--- src/rtl/vsh_pkg.sv ---
/*
 * Constants and carrier types for the video scaler host register port.
 * Assumes an 8-bit asynchronous host bus with a 4-bit address.
 */
package vsh_pkg;

    // ==========================================================
    // Register offsets
    localparam logic [3:0] OFS_RSVD0      = 4'h0;
    localparam logic [3:0] OFS_HLUMA      = 4'h1;
    localparam logic [3:0] OFS_HCHROMA    = 4'h2;
    localparam logic [3:0] OFS_SYNC_RST   = 4'h3;
    localparam logic [3:0] OFS_RSVD4      = 4'h4;
    localparam logic [3:0] OFS_VLUMA      = 4'h5;
    localparam logic [3:0] OFS_VCHROMA    = 4'h6;
    localparam logic [3:0] OFS_LOOPBACK   = 4'h7;
    localparam logic [3:0] OFS_MODE       = 4'h8;
    localparam logic [3:0] OFS_OPTION     = 4'h9;
    localparam logic [3:0] OFS_DLY_HIGH   = 4'ha;
    localparam logic [3:0] OFS_PIX_LOW    = 4'hb;
    localparam logic [3:0] OFS_BLANK_Y    = 4'hc;
    localparam logic [3:0] OFS_BLANK_U    = 4'hd;
    localparam logic [3:0] OFS_BLANK_V    = 4'he;
    localparam logic [3:0] OFS_CNT_CLEAR  = 4'hf;

    // ==========================================================
    // Reset values and special codes
    localparam logic [7:0] RST_REG        = 8'h00;
    localparam logic [7:0] RST_LOOPBACK   = 8'h01;
    localparam logic [7:0] LOOPBACK_TEST  = 8'h21;
    localparam logic [7:0] SYNC_RST_ON    = 8'h02;

    // ==========================================================
    // Coefficient store depths
    localparam int HLUMA_DEPTH   = 24;
    localparam int HCHROMA_DEPTH = 16;
    localparam int VLUMA_DEPTH   = 70;
    localparam int VCHROMA_DEPTH = 140;
    localparam int CNT_W         = 8;

    // ==========================================================
    // Field positions
    localparam int DLY_LINE_LSB  = 2;
    localparam int PIX_MSB_BIT   = 1;
    localparam int OPT_BLANK_BIT = 6;

    // ==========================================================
    // Timing: strobe must stand this long before it is acted on
    localparam int CLK_PERIOD_NS = 50;
    localparam int STROBE_MIN_NS = 50;
    localparam int STROBE_CYC    = (STROBE_MIN_NS + CLK_PERIOD_NS - 1) / CLK_PERIOD_NS;

    // ==========================================================
    // Carrier types
    typedef struct packed {
        logic nsc_pol_h;   // bit7 horizontal edge
        logic ver_pol;     // bit6 vertical edge
        logic ext_lock;    // bit5
        logic chroma_raw;  // bit4
        logic luma_raw;    // bit3
        logic quarter;     // bit2
        logic std_525;     // bit1
        logic interp;      // bit0
    } vsh_mode_t;

    typedef struct packed {
        logic dram_wr_off; // bit7
        logic blank;       // bit6
        logic ready_off;   // bit5
        logic split;       // bit4
        logic word_256k;   // bit3
        logic field_sel;   // bit2
        logic ext_field;   // bit1
        logic v_first;     // bit0
    } vsh_option_t;

    typedef struct packed {
        logic [7:0] y;
        logic [7:0] u;
        logic [7:0] v;
    } vsh_colour_t;

    typedef enum logic [2:0] {
        ST_IDLE = 3'b001,
        ST_ACT  = 3'b010,
        ST_WAIT = 3'b100
    } vsh_state_t;

endpackage

--- src/rtl/vsh_host_port.sv ---
/*
 * Host register port: asynchronous strobes, control registers and four
 * coefficient stores reached through auto-incrementing counters.
 * Assumes the host holds strobes several clocks and releases between accesses.
 */
`timescale 1ns/100ps
// ==========================================================
// Overview of operation
// - Four-bit address; coefficient stores via counters
// - Async strobes synchronised; host holds them long
// - Write to F clears all four counters
// - Each coefficient access advances its counter
// - Address 1 reaches 24-entry horizontal luma store
// - Address 2 reaches 16-entry horizontal chroma store
// - Address 5 reaches 70-entry vertical luma store
// - Address 6 reaches 140-entry vertical chroma store
// - Address 3 value 02 enables sync pin reset
// - Address 7 resets to 01; 21 loops back
// - Address A top six bits: line delay
// - Pixel delay: A bits 1:0 over B
// - Option bit 6 blanks with colour C,D,E
// - Mode, option, delay, colour changes take effect at field start
// - Mode bits 0-2: interpolate, 525-line, quarter
// - Mode bits 3,4 low remove video offsets
// - Mode bit5 lock; bits 6,7 edge polarity
// - Option bits 0-2: chroma order, field detect
// - Option bit3 DRAM size, bit4 split screen
// - Option bit5 ready flag, bit7 write inhibit
module vsh_host_port
    import vsh_pkg::*;
(
    input  wire logic        clock,
    input  wire logic        rst_b,
    input  wire logic [3:0]  host_addr,
    input  wire logic [7:0]  host_wdata,
    input  wire logic        host_rd,
    input  wire logic        host_wr,
    input  wire logic        host_en_b,
    input  wire logic        field_start,
    input  wire logic        frame_reset_pin,
    input  wire logic        vertical_reset_pin,
    output logic      [7:0]  host_rdata,
    output logic             host_rdata_oe,
    output vsh_mode_t        mode_out,
    output vsh_option_t      option_out,
    output vsh_colour_t      blank_colour,
    output logic             blank_active,
    output logic      [5:0]  line_delay,
    output logic      [9:0]  pixel_delay,
    output logic             loopback_on,
    output logic             sync_reset_req
);

    // ==========================================================
    // Strobe synchronisers
    logic [2:0] rd_sync_ff;
    logic [2:0] wr_sync_ff;
    logic [2:0] en_sync_ff;
    logic [2:0] fs_sync_ff;
    logic [2:0] fr_sync_ff;
    logic [2:0] vr_sync_ff;
    logic       rd_q_ff;
    logic       wr_q_ff;
    logic       en_q_ff;
    logic       fs_q_ff;
    logic       fr_q_ff;
    logic       vr_q_ff;

    // A level counts once the second and third stages agree
    function automatic logic filt(input logic [2:0] s, input logic old);
        filt = (s[1] == s[2]) ? s[2] : old;
    endfunction

    always_ff @(posedge clock or negedge rst_b)
    begin
        if (!rst_b)
        begin
            rd_sync_ff <= 3'h0;
            wr_sync_ff <= 3'h0;
            en_sync_ff <= 3'h7;
            fs_sync_ff <= 3'h0;
            fr_sync_ff <= 3'h0;
            vr_sync_ff <= 3'h0;
            rd_q_ff    <= 1'b0;
            wr_q_ff    <= 1'b0;
            en_q_ff    <= 1'b1;
            fs_q_ff    <= 1'b0;
            fr_q_ff    <= 1'b0;
            vr_q_ff    <= 1'b0;
        end
        else
        begin
            rd_sync_ff <= {rd_sync_ff[1:0], host_rd};
            wr_sync_ff <= {wr_sync_ff[1:0], host_wr};
            en_sync_ff <= {en_sync_ff[1:0], host_en_b};
            fs_sync_ff <= {fs_sync_ff[1:0], field_start};
            fr_sync_ff <= {fr_sync_ff[1:0], frame_reset_pin};
            vr_sync_ff <= {vr_sync_ff[1:0], vertical_reset_pin};
            rd_q_ff    <= filt(rd_sync_ff, rd_q_ff);
            wr_q_ff    <= filt(wr_sync_ff, wr_q_ff);
            en_q_ff    <= filt(en_sync_ff, en_q_ff);
            fs_q_ff    <= filt(fs_sync_ff, fs_q_ff);
            fr_q_ff    <= filt(fr_sync_ff, fr_q_ff);
            vr_q_ff    <= filt(vr_sync_ff, vr_q_ff);
        end
    end

    // ==========================================================
    // Access sequencer: one action per held strobe
    vsh_state_t state_ff;
    vsh_state_t nxt_state;
    logic       act_is_wr_ff;
    logic       strobe_on;
    logic       fs_d_ff;
    logic       field_go;

    assign strobe_on = !en_q_ff && (rd_q_ff || wr_q_ff);

    always_comb
    begin
        nxt_state = state_ff;
        case (state_ff)
            ST_IDLE: if (strobe_on) nxt_state = ST_ACT;
            ST_ACT:  nxt_state = ST_WAIT;
            ST_WAIT: if (!strobe_on) nxt_state = ST_IDLE;
            default: nxt_state = ST_IDLE;
        endcase
    end

    always_ff @(posedge clock or negedge rst_b)
    begin
        if (!rst_b)
        begin
            state_ff     <= ST_IDLE;
            act_is_wr_ff <= 1'b0;
            fs_d_ff      <= 1'b0;
        end
        else
        begin
            state_ff <= nxt_state;
            fs_d_ff  <= fs_q_ff;
            if (state_ff == ST_IDLE && strobe_on)
                act_is_wr_ff <= wr_q_ff;
        end
    end

    assign field_go = fs_q_ff && !fs_d_ff;

    logic do_wr;
    logic do_rd;
    assign do_wr = (state_ff == ST_ACT) && act_is_wr_ff;
    assign do_rd = (state_ff == ST_ACT) && !act_is_wr_ff;

    // ==========================================================
    // Coefficient stores and counters
    logic [7:0]       hl_mem [HLUMA_DEPTH];
    logic [7:0]       hc_mem [HCHROMA_DEPTH];
    logic [7:0]       vl_mem [VLUMA_DEPTH];
    logic [7:0]       vc_mem [VCHROMA_DEPTH];
    logic [CNT_W-1:0] hl_cnt_ff;
    logic [CNT_W-1:0] hc_cnt_ff;
    logic [CNT_W-1:0] vl_cnt_ff;
    logic [CNT_W-1:0] vc_cnt_ff;
    logic             do_acc;
    logic             clr_cnt;

    assign do_acc  = do_rd || do_wr;
    assign clr_cnt = do_wr && host_addr == OFS_CNT_CLEAR;

    // Counter past the store depth is undefined; wrap keeps it in range
    function automatic logic [CNT_W-1:0] bump(input logic [CNT_W-1:0] c, input int d);
        bump = (c == CNT_W'(d - 1)) ? '0 : c + 1'b1;
    endfunction

    always_ff @(posedge clock or negedge rst_b)
    begin
        if (!rst_b)
        begin
            hl_cnt_ff <= '0;
            hc_cnt_ff <= '0;
            vl_cnt_ff <= '0;
            vc_cnt_ff <= '0;
        end
        else if (clr_cnt)
        begin
            hl_cnt_ff <= '0;
            hc_cnt_ff <= '0;
            vl_cnt_ff <= '0;
            vc_cnt_ff <= '0;
        end
        else if (do_acc)
        begin
            case (host_addr)
                OFS_HLUMA:   hl_cnt_ff <= bump(hl_cnt_ff, HLUMA_DEPTH);
                OFS_HCHROMA: hc_cnt_ff <= bump(hc_cnt_ff, HCHROMA_DEPTH);
                OFS_VLUMA:   vl_cnt_ff <= bump(vl_cnt_ff, VLUMA_DEPTH);
                OFS_VCHROMA: vc_cnt_ff <= bump(vc_cnt_ff, VCHROMA_DEPTH);
                default:     ;
            endcase
        end
    end

    // Stores have no reset: contents are loaded by the host
    always_ff @(posedge clock)
    begin
        if (do_wr && host_addr == OFS_HLUMA)
            hl_mem[hl_cnt_ff[4:0]] <= host_wdata;
        if (do_wr && host_addr == OFS_HCHROMA)
            hc_mem[hc_cnt_ff[3:0]] <= host_wdata;
        if (do_wr && host_addr == OFS_VLUMA)
            vl_mem[vl_cnt_ff[6:0]] <= host_wdata;
        if (do_wr && host_addr == OFS_VCHROMA)
            vc_mem[vc_cnt_ff] <= host_wdata;
    end

    // ==========================================================
    // Control registers
    logic [7:0]  sync_rst_ff;
    logic [7:0]  loopback_ff;
    logic [7:0]  mode_ff;
    logic [7:0]  option_ff;
    logic [7:0]  dly_high_ff;
    logic [7:0]  pix_low_ff;
    vsh_colour_t colour_ff;

    always_ff @(posedge clock or negedge rst_b)
    begin
        if (!rst_b)
        begin
            sync_rst_ff <= RST_REG;
            loopback_ff <= RST_LOOPBACK;
            mode_ff     <= RST_REG;
            option_ff   <= RST_REG;
            dly_high_ff <= RST_REG;
            pix_low_ff  <= RST_REG;
            colour_ff   <= {3{RST_REG}};
        end
        else if (do_wr)
        begin
            case (host_addr)
                OFS_SYNC_RST: sync_rst_ff <= host_wdata;
                OFS_LOOPBACK: loopback_ff <= host_wdata;
                OFS_MODE:     mode_ff     <= host_wdata;
                OFS_OPTION:   option_ff   <= host_wdata;
                OFS_DLY_HIGH: dly_high_ff <= host_wdata;
                OFS_PIX_LOW:  pix_low_ff  <= host_wdata;
                OFS_BLANK_Y:  colour_ff.y <= host_wdata;
                OFS_BLANK_U:  colour_ff.u <= host_wdata;
                OFS_BLANK_V:  colour_ff.v <= host_wdata;
                default:      ;
            endcase
        end
    end

    // ==========================================================
    // Field-aligned outputs; pending values apply at the field start. Loopback and sync reset follow their registers every clock
    always_ff @(posedge clock or negedge rst_b)
    begin
        if (!rst_b)
        begin
            mode_out     <= vsh_mode_t'(RST_REG);
            option_out   <= vsh_option_t'(RST_REG);
            blank_colour <= {3{RST_REG}};
            blank_active <= 1'b0;
            line_delay   <= 6'h00;
            pixel_delay  <= 10'h000;
        end
        else if (field_go)
        begin
            mode_out     <= vsh_mode_t'(mode_ff);
            option_out   <= vsh_option_t'(option_ff);
            blank_colour <= colour_ff;
            blank_active <= option_ff[OPT_BLANK_BIT];
            line_delay   <= dly_high_ff[7:DLY_LINE_LSB];
            pixel_delay  <= {dly_high_ff[PIX_MSB_BIT:0], pix_low_ff};
        end
    end

    always_ff @(posedge clock or negedge rst_b)
    begin
        if (!rst_b)
        begin
            loopback_on    <= 1'b0;
            sync_reset_req <= 1'b0;
        end
        else
        begin
            loopback_on    <= (loopback_ff == LOOPBACK_TEST);
            sync_reset_req <= (sync_rst_ff == SYNC_RST_ON) && (fr_q_ff || vr_q_ff);
        end
    end

    // ==========================================================
    // Read data, captured in the action cycle and held through the strobe
    always_ff @(posedge clock or negedge rst_b)
    begin
        if (!rst_b)
        begin
            host_rdata    <= 8'h00;
            host_rdata_oe <= 1'b0;
        end
        else
        begin
            host_rdata_oe <= (nxt_state != ST_IDLE) && !act_is_wr_ff && rd_q_ff
                             && state_ff != ST_IDLE;
            if (do_rd)
            begin
                case (host_addr)
                    OFS_HLUMA:    host_rdata <= hl_mem[hl_cnt_ff[4:0]];
                    OFS_HCHROMA:  host_rdata <= hc_mem[hc_cnt_ff[3:0]];
                    OFS_VLUMA:    host_rdata <= vl_mem[vl_cnt_ff[6:0]];
                    OFS_VCHROMA:  host_rdata <= vc_mem[vc_cnt_ff];
                    OFS_SYNC_RST: host_rdata <= sync_rst_ff;
                    OFS_LOOPBACK: host_rdata <= loopback_ff;
                    OFS_MODE:     host_rdata <= mode_ff;
                    OFS_OPTION:   host_rdata <= option_ff;
                    OFS_DLY_HIGH: host_rdata <= dly_high_ff;
                    OFS_PIX_LOW:  host_rdata <= pix_low_ff;
                    OFS_BLANK_Y:  host_rdata <= colour_ff.y;
                    OFS_BLANK_U:  host_rdata <= colour_ff.u;
                    OFS_BLANK_V:  host_rdata <= colour_ff.v;
                    default:      host_rdata <= 8'h00;
                endcase
            end
        end
    end

    // ==========================================================
    // Checks
    property p_clear_all;
        @(posedge clock) disable iff (!rst_b)
        clr_cnt |=> (hl_cnt_ff == 0 && hc_cnt_ff == 0 && vl_cnt_ff == 0 && vc_cnt_ff == 0);
    endproperty
    a_clear_all: assert property (p_clear_all) else $error("counters not cleared");

    property p_hl_step;
        @(posedge clock) disable iff (!rst_b)
        (do_acc && host_addr == OFS_HLUMA && hl_cnt_ff < CNT_W'(HLUMA_DEPTH - 1))
        |=> hl_cnt_ff == $past(hl_cnt_ff) + 1'b1;
    endproperty
    a_hl_step: assert property (p_hl_step) else $error("luma counter did not step");

    property p_one_action;
        @(posedge clock) disable iff (!rst_b)
        (state_ff == ST_ACT) |=> !(state_ff == ST_ACT);
    endproperty
    a_one_action: assert property (p_one_action) else $error("double action");

    property p_strobe_delay;
        @(posedge clock) disable iff (!rst_b)
        $rose(state_ff == ST_ACT) |-> $past(strobe_on);
    endproperty
    a_strobe_delay: assert property (p_strobe_delay) else $error("action w/o strobe");

    property p_loop_val;
        @(posedge clock) disable iff (!rst_b)
        (do_wr && host_addr == OFS_LOOPBACK && host_wdata == LOOPBACK_TEST) |=> ##1 loopback_on;
    endproperty
    a_loop_val: assert property (p_loop_val) else $error("loopback not set");

    property p_field_hold;
        @(posedge clock) disable iff (!rst_b)
        !field_go |=> $stable(mode_out) && $stable(option_out);
    endproperty
    a_field_hold: assert property (p_field_hold) else $error("control changed mid-field");

    property p_pixel;
        @(posedge clock) disable iff (!rst_b)
        field_go |=> pixel_delay == {$past(dly_high_ff[1:0]), $past(pix_low_ff)};
    endproperty
    a_pixel: assert property (p_pixel) else $error("pixel delay wrong");

    property p_blank;
        @(posedge clock) disable iff (!rst_b)
        field_go |=> blank_active == $past(option_ff[6]);
    endproperty
    a_blank: assert property (p_blank) else $error("blank flag wrong");

endmodule

--- config.mk ---
export PLATFORM = sky130hd
export DESIGN_NAME = vsh_host_port
export DESIGN_NICKNAME = d
export VERILOG_FILES = /design/src/rtl/vsh_pkg.sv /design/src/rtl/vsh_host_port.sv
export SDC_FILE = /design/constraint.sdc
export NUM_CORES = 2
export LEC_CHECK = 0
export ABC_CLOCK_PERIOD_IN_PS = 3300
export BUFFER_PORTS_ARGS = -buffer_cell sky130_fd_sc_hd__buf_2
export CORE_ASPECT_RATIO = 1.1
export CORE_UTILIZATION = 50
export CTS_CLUSTER_SIZE = 20
export DETAILED_ROUTE_END_ITERATION = 10
export PLACE_DENSITY = 0.63
export SLEW_MARGIN = 20
export SYNTH_ARGS = -nofsm -noshare
export SYNTH_HDL_FRONTEND = slang
export SYNTH_SLANG_ARGS = --single-unit
--- constraint.sdc ---
create_clock -name clock -period 3.3 [get_ports clock]
set_input_delay 0.495 -clock clock [delete_from_list [all_inputs] [get_ports clock]]
set_output_delay 0.495 -clock clock [all_outputs]
set_load 0.02 [all_outputs]
==> impl_summary.md <==
Timing
For the pin with the worst max-slew slack, the measured transition is 0.908 ns. Setup violations remaining at the end of the flow were counted as 0. The highest achievable clock rate is 0.304 GHz.

The worst clock skew is 0.0548 ns. Measured against its own limit, the worst slew margin works out to 39.5%. The post-route fraction of the period consumed by the critical path is 99.7%. The minimum period implied by the final worst setup slack is 3.29 ns. The number of hold violations in the final report is 0. The number of slew-limit violations in the final report is 0.

Die
The initial utilization of the core area, before any placement, comes to 50.5%. The core region is 171000 um^2. Pin placement for this block handled 88 I/O pins.

The floorplan has 159 rows. The die is 438 um tall. The die covers 174000 um^2. The overall die width is 398 um.

Route
After detailed routing, the met3 layer carries 14900 um of wire. Before antenna repair, the detailed router went through 8 iterations. Detailed routing inserted a total of 46.4k vias. Signal routing reaches up to met4. The final layout contains routed wiring with a total length of 222000 um.

In this run, the number of DRC markers left after iteration 0 of detailed routing was 4881. In the final routed layout, each cell accounts on average for 29.4 um. The via density per instance is 6.14. After detailed routing, the met2 layer carries 108000 um of wire. The DRC violation count after routing is 0. The sum of routed wire segments on met1 is 90700 um.

The count of nets left with antenna violations once routing finished came out at 0.

Placed design
The final RePlAce weighted congestion is 0.969. The number of input and output port buffers inserted is 87. The HPWL after detailed placement is 145000 um. The instance area after placement is 93600 um^2.

Power
Total power for the finished layout comes to 0.0675 W. Across the VDD grid, the largest voltage drop is 0.000638 V. For this design the static power due to leakage is 33.4 nW. In this run the power density over the cells is 670 nW/um^2.

Logic synthesis
The post-synthesis async set-or-reset flop share is 9.09%. The combined area of all synthesized cells is 86400 um^2. The cell count after synthesis came out at 4489. Summing the sequential cell areas from Yosys gives 75.3% of the chip area. After synthesis the netlist holds a flip-flop and latch count of 2200.

The synthesized netlist net count is 4523. The number of warnings printed during yosys synthesis is 0. The post-synthesis cell type count is 82. The post-synthesis area per instance is 19.2 um^2. The number of flops mapped to enable cells by yosys is 2000. The top flip-flop cell by instance count after synthesis is edfxtp_1.

Cells and area
The synthesis-to-layout area growth is 16.6%. The area of all placed cells without fillers is 101000 um^2. After the last flow step, the layout net total stands at 5158. Cells with a size suffix above 1 make up 30.5% of the layout.

Global route
Summed over all layers, the global routing overflow is 0. Entering global routing, the biggest net connects 105 pins. The initial antenna violation count is 2. The first global-routing pass estimated 326000 um of wire. Across every metal layer, demand over resource in global routing totals 25.7%.

The via count of the first global-routing pass is 46.9k.

Clocking
Clock-pin slew was measured on the worst setup and hold paths at 0.06 ns. The total clock buffers created by CTS is 212. The clock tree root buffer cell is clkbuf_16. Clock tree synthesis found a total of 2200 sinks.

TritonCTS built the clock tree. For the worst-skew pair, the clock arrives at the later sink with an insertion delay of 0.88 ns. The maximum buffer depth of the clock tree is 3.

The maximum level of the CTS H-tree is 4.

Critical path
The critical path start-end classification is register to register. Across all register-to-register paths, the minimum setup slack is 0.01 ns. Data on the critical path arrives at its endpoint at 4.02 ns.

The signal on the critical path passes through buf_4 > buf_12 > mux4_2 > mux4_2 > a22oi_1 > a21boi_0 > or4_1. The number of cells on the worst reg-to-reg path is 7. The reg-to-reg endpoint is host_rdata[7]. For this design, the slowest cell found on the critical path is dfrtp_4. The type of element capturing the critical path is a register. In this run the critical register-to-register path is launched from vc_cnt_ff[0]. The delay of the slowest cell on the worst path is 0.53 ns.

Along the worst path, the maximum fanout reaches 24. The cell repeated most along the worst path is mux4_2. At the worst endpoint, the required time is 4.03 ns. The worst setup path is launched from a register.

Status
The run finished with clean final reports.

Min path
Counting instances, the worst hold path has a depth of 1. The worst hold path begins at host_wdata[3]. The worst hold path terminates at vc_mem[81][3]. The classification of the worst-slack hold path is primary input to register.

Flow run
The number of max-cap violations is 0.
## area by class of cell
type,instances,area [um^2]
Antenna cell,1,2.50
Fill cell,12600,70400
Clock buffer,292,5840
Clock inverter,102,1060
Timing Repair Buffer,681,5700
Tap cell,2254,2820
Sequential cell,2200,65100
Multi-Input combinational cell,2011,20100
Inverter,18,71.3
## worst max-delay path, delay by kind of cell, from the launching register on
family | cells | cell delay, ns
and+or+nand+nor | 1 | 0.49
AOI/OAI and AO/OA | 2 | 0.65
muxes | 2 | 1.05
DFF | 1 | 0.53
buffers and inverters | 2 | 0.39
## through the flow
| stage | util, % | setup slack, ns | setup TNS [ns] | hold WS, ns | instances |
|---|---|---|---|---|---|
| 2_1_floorplan | - | 0.335 | 0 | 0.199 | 4489 |
| 3_3_place_gp | 54.7 | -0.143 | -0.249 | 0.336 | 7156 |
| 3_5_place_dp | 54.7 | -0.123 | -0.162 | 0.345 | 7156 |
| 4_1_cts | 58.8 | 0.00765 | 0 | 0.0720 | 7557 |
| 5_1_grt | 58.9 | -0.00371 | -0.00371 | 0.0963 | 7559 |
| 6_report | 58.9 | 0.0109 | 0 | 0.133 | 7559 |
## cell usage after synthesis, drive strengths merged, types with 12 or more instances
library cell,number,area [um^2]
a21oi,80,400
a22o,37,324
a221oi,58,508
o211ai,28,210
nand4,13,81.3
clkbuf,131,495
a211oi,15,113
a22oi,100,751
nor2b,46,288
nor3,31,165
o31ai,18,135
mux2i,109,1090
buf,129,767
nor2,342,1280
inv,15,56.3
a31oi,24,150
dfrtp,194,4850
nand2,157,589
o21ai,71,359
mux2,188,2120
nand2b,12,75.1
ha,14,175
nand3,61,305
a2111oi,14,148
mux4,406,9140
a221o,15,150
edfxtp,2000,60100
## cell usage in the layout, fill, tap and decap left out, types with 57 or more instances in the layout
cell / instances
a21oi_1: 80
a221oi_1: 57
a22oi_1: 100
buf_2: 78
buf_4: 530
clkbuf_1: 60
clkbuf_16: 215
dfrtp_1: 184
edfxtp_1: 2000
mux2_2: 188
mux2i_1: 108
mux4_2: 406
nand2_1: 157
nand3_1: 61
nor2_1: 340
o21ai_0: 68
## routing by layer
metal  vias to the layer above  global-route usage [%]
li1                      19600                       -
met1                     24400                    35.6
met2                      1981                    41.4
met3                       415                    4.00
met4                         0                    9.92
met5                         -                       0
## worst max-delay path by stage
stage                      start             end  slack [ns]  cells after the start
floorplan           host_addr[2]  vc_mem[103][0]        0.34                      8
global placement    vl_cnt_ff[1]   host_rdata[1]       -0.14                      9
detailed placement  vl_cnt_ff[1]   host_rdata[1]       -0.12                      9
CTS                 vc_cnt_ff[0]   host_rdata[6]       0.008                      9
global route        vc_cnt_ff[0]   host_rdata[7]      -0.004                      7
finish              vc_cnt_ff[0]   host_rdata[7]        0.01                      7
## cell families after synthesis
| group | count (synthesis) | share of synthesized area [%] |
|---|---|---|
| flip-flops | 2200 | 75.3 |
| AND/OR/NAND/NOR | 737 | 3.89 |
| multiplexers | 703 | 14.3 |
| AO/OA/AOI/OAI | 547 | 4.63 |
| buffers and inverters | 278 | 1.54 |
| adder cells (fa/ha/maj) | 20 | 0.272 |
| XOR/XNOR | 4 | 0.0406 |
## what timing repair did
item	in CTS	in global routing
pin swaps	0	2
hold buffers	7	0
endpoints found under the hold margin	74	0
gates resized for setup	6	11
setup buffers	0	1
setup endpoints to repair	3	8
## flip-flops by register name, indices dropped and copies added (netlist names), 10 cells and up
name and cells:
vc_mem 1120, blank_colour 24, hc_mem 128, vl_mem 560, colour_ff 24, hl_mem 192, pixel_delay 10
## power breakdown
group / total (W) / leakage [nW] / internal, W / switching, W
combinational: 0.0122 / 9.38 / 0.00579 / 0.00644
clock: 0.0239 / 3.36 / 0.0135 / 0.0104
sequential: 0.0313 / 20.6 / 0.0308 / 0.000536
total: 0.0675 / 33.4 / 0.0501 / 0.0174
Power figures use the tool's default switching activity.
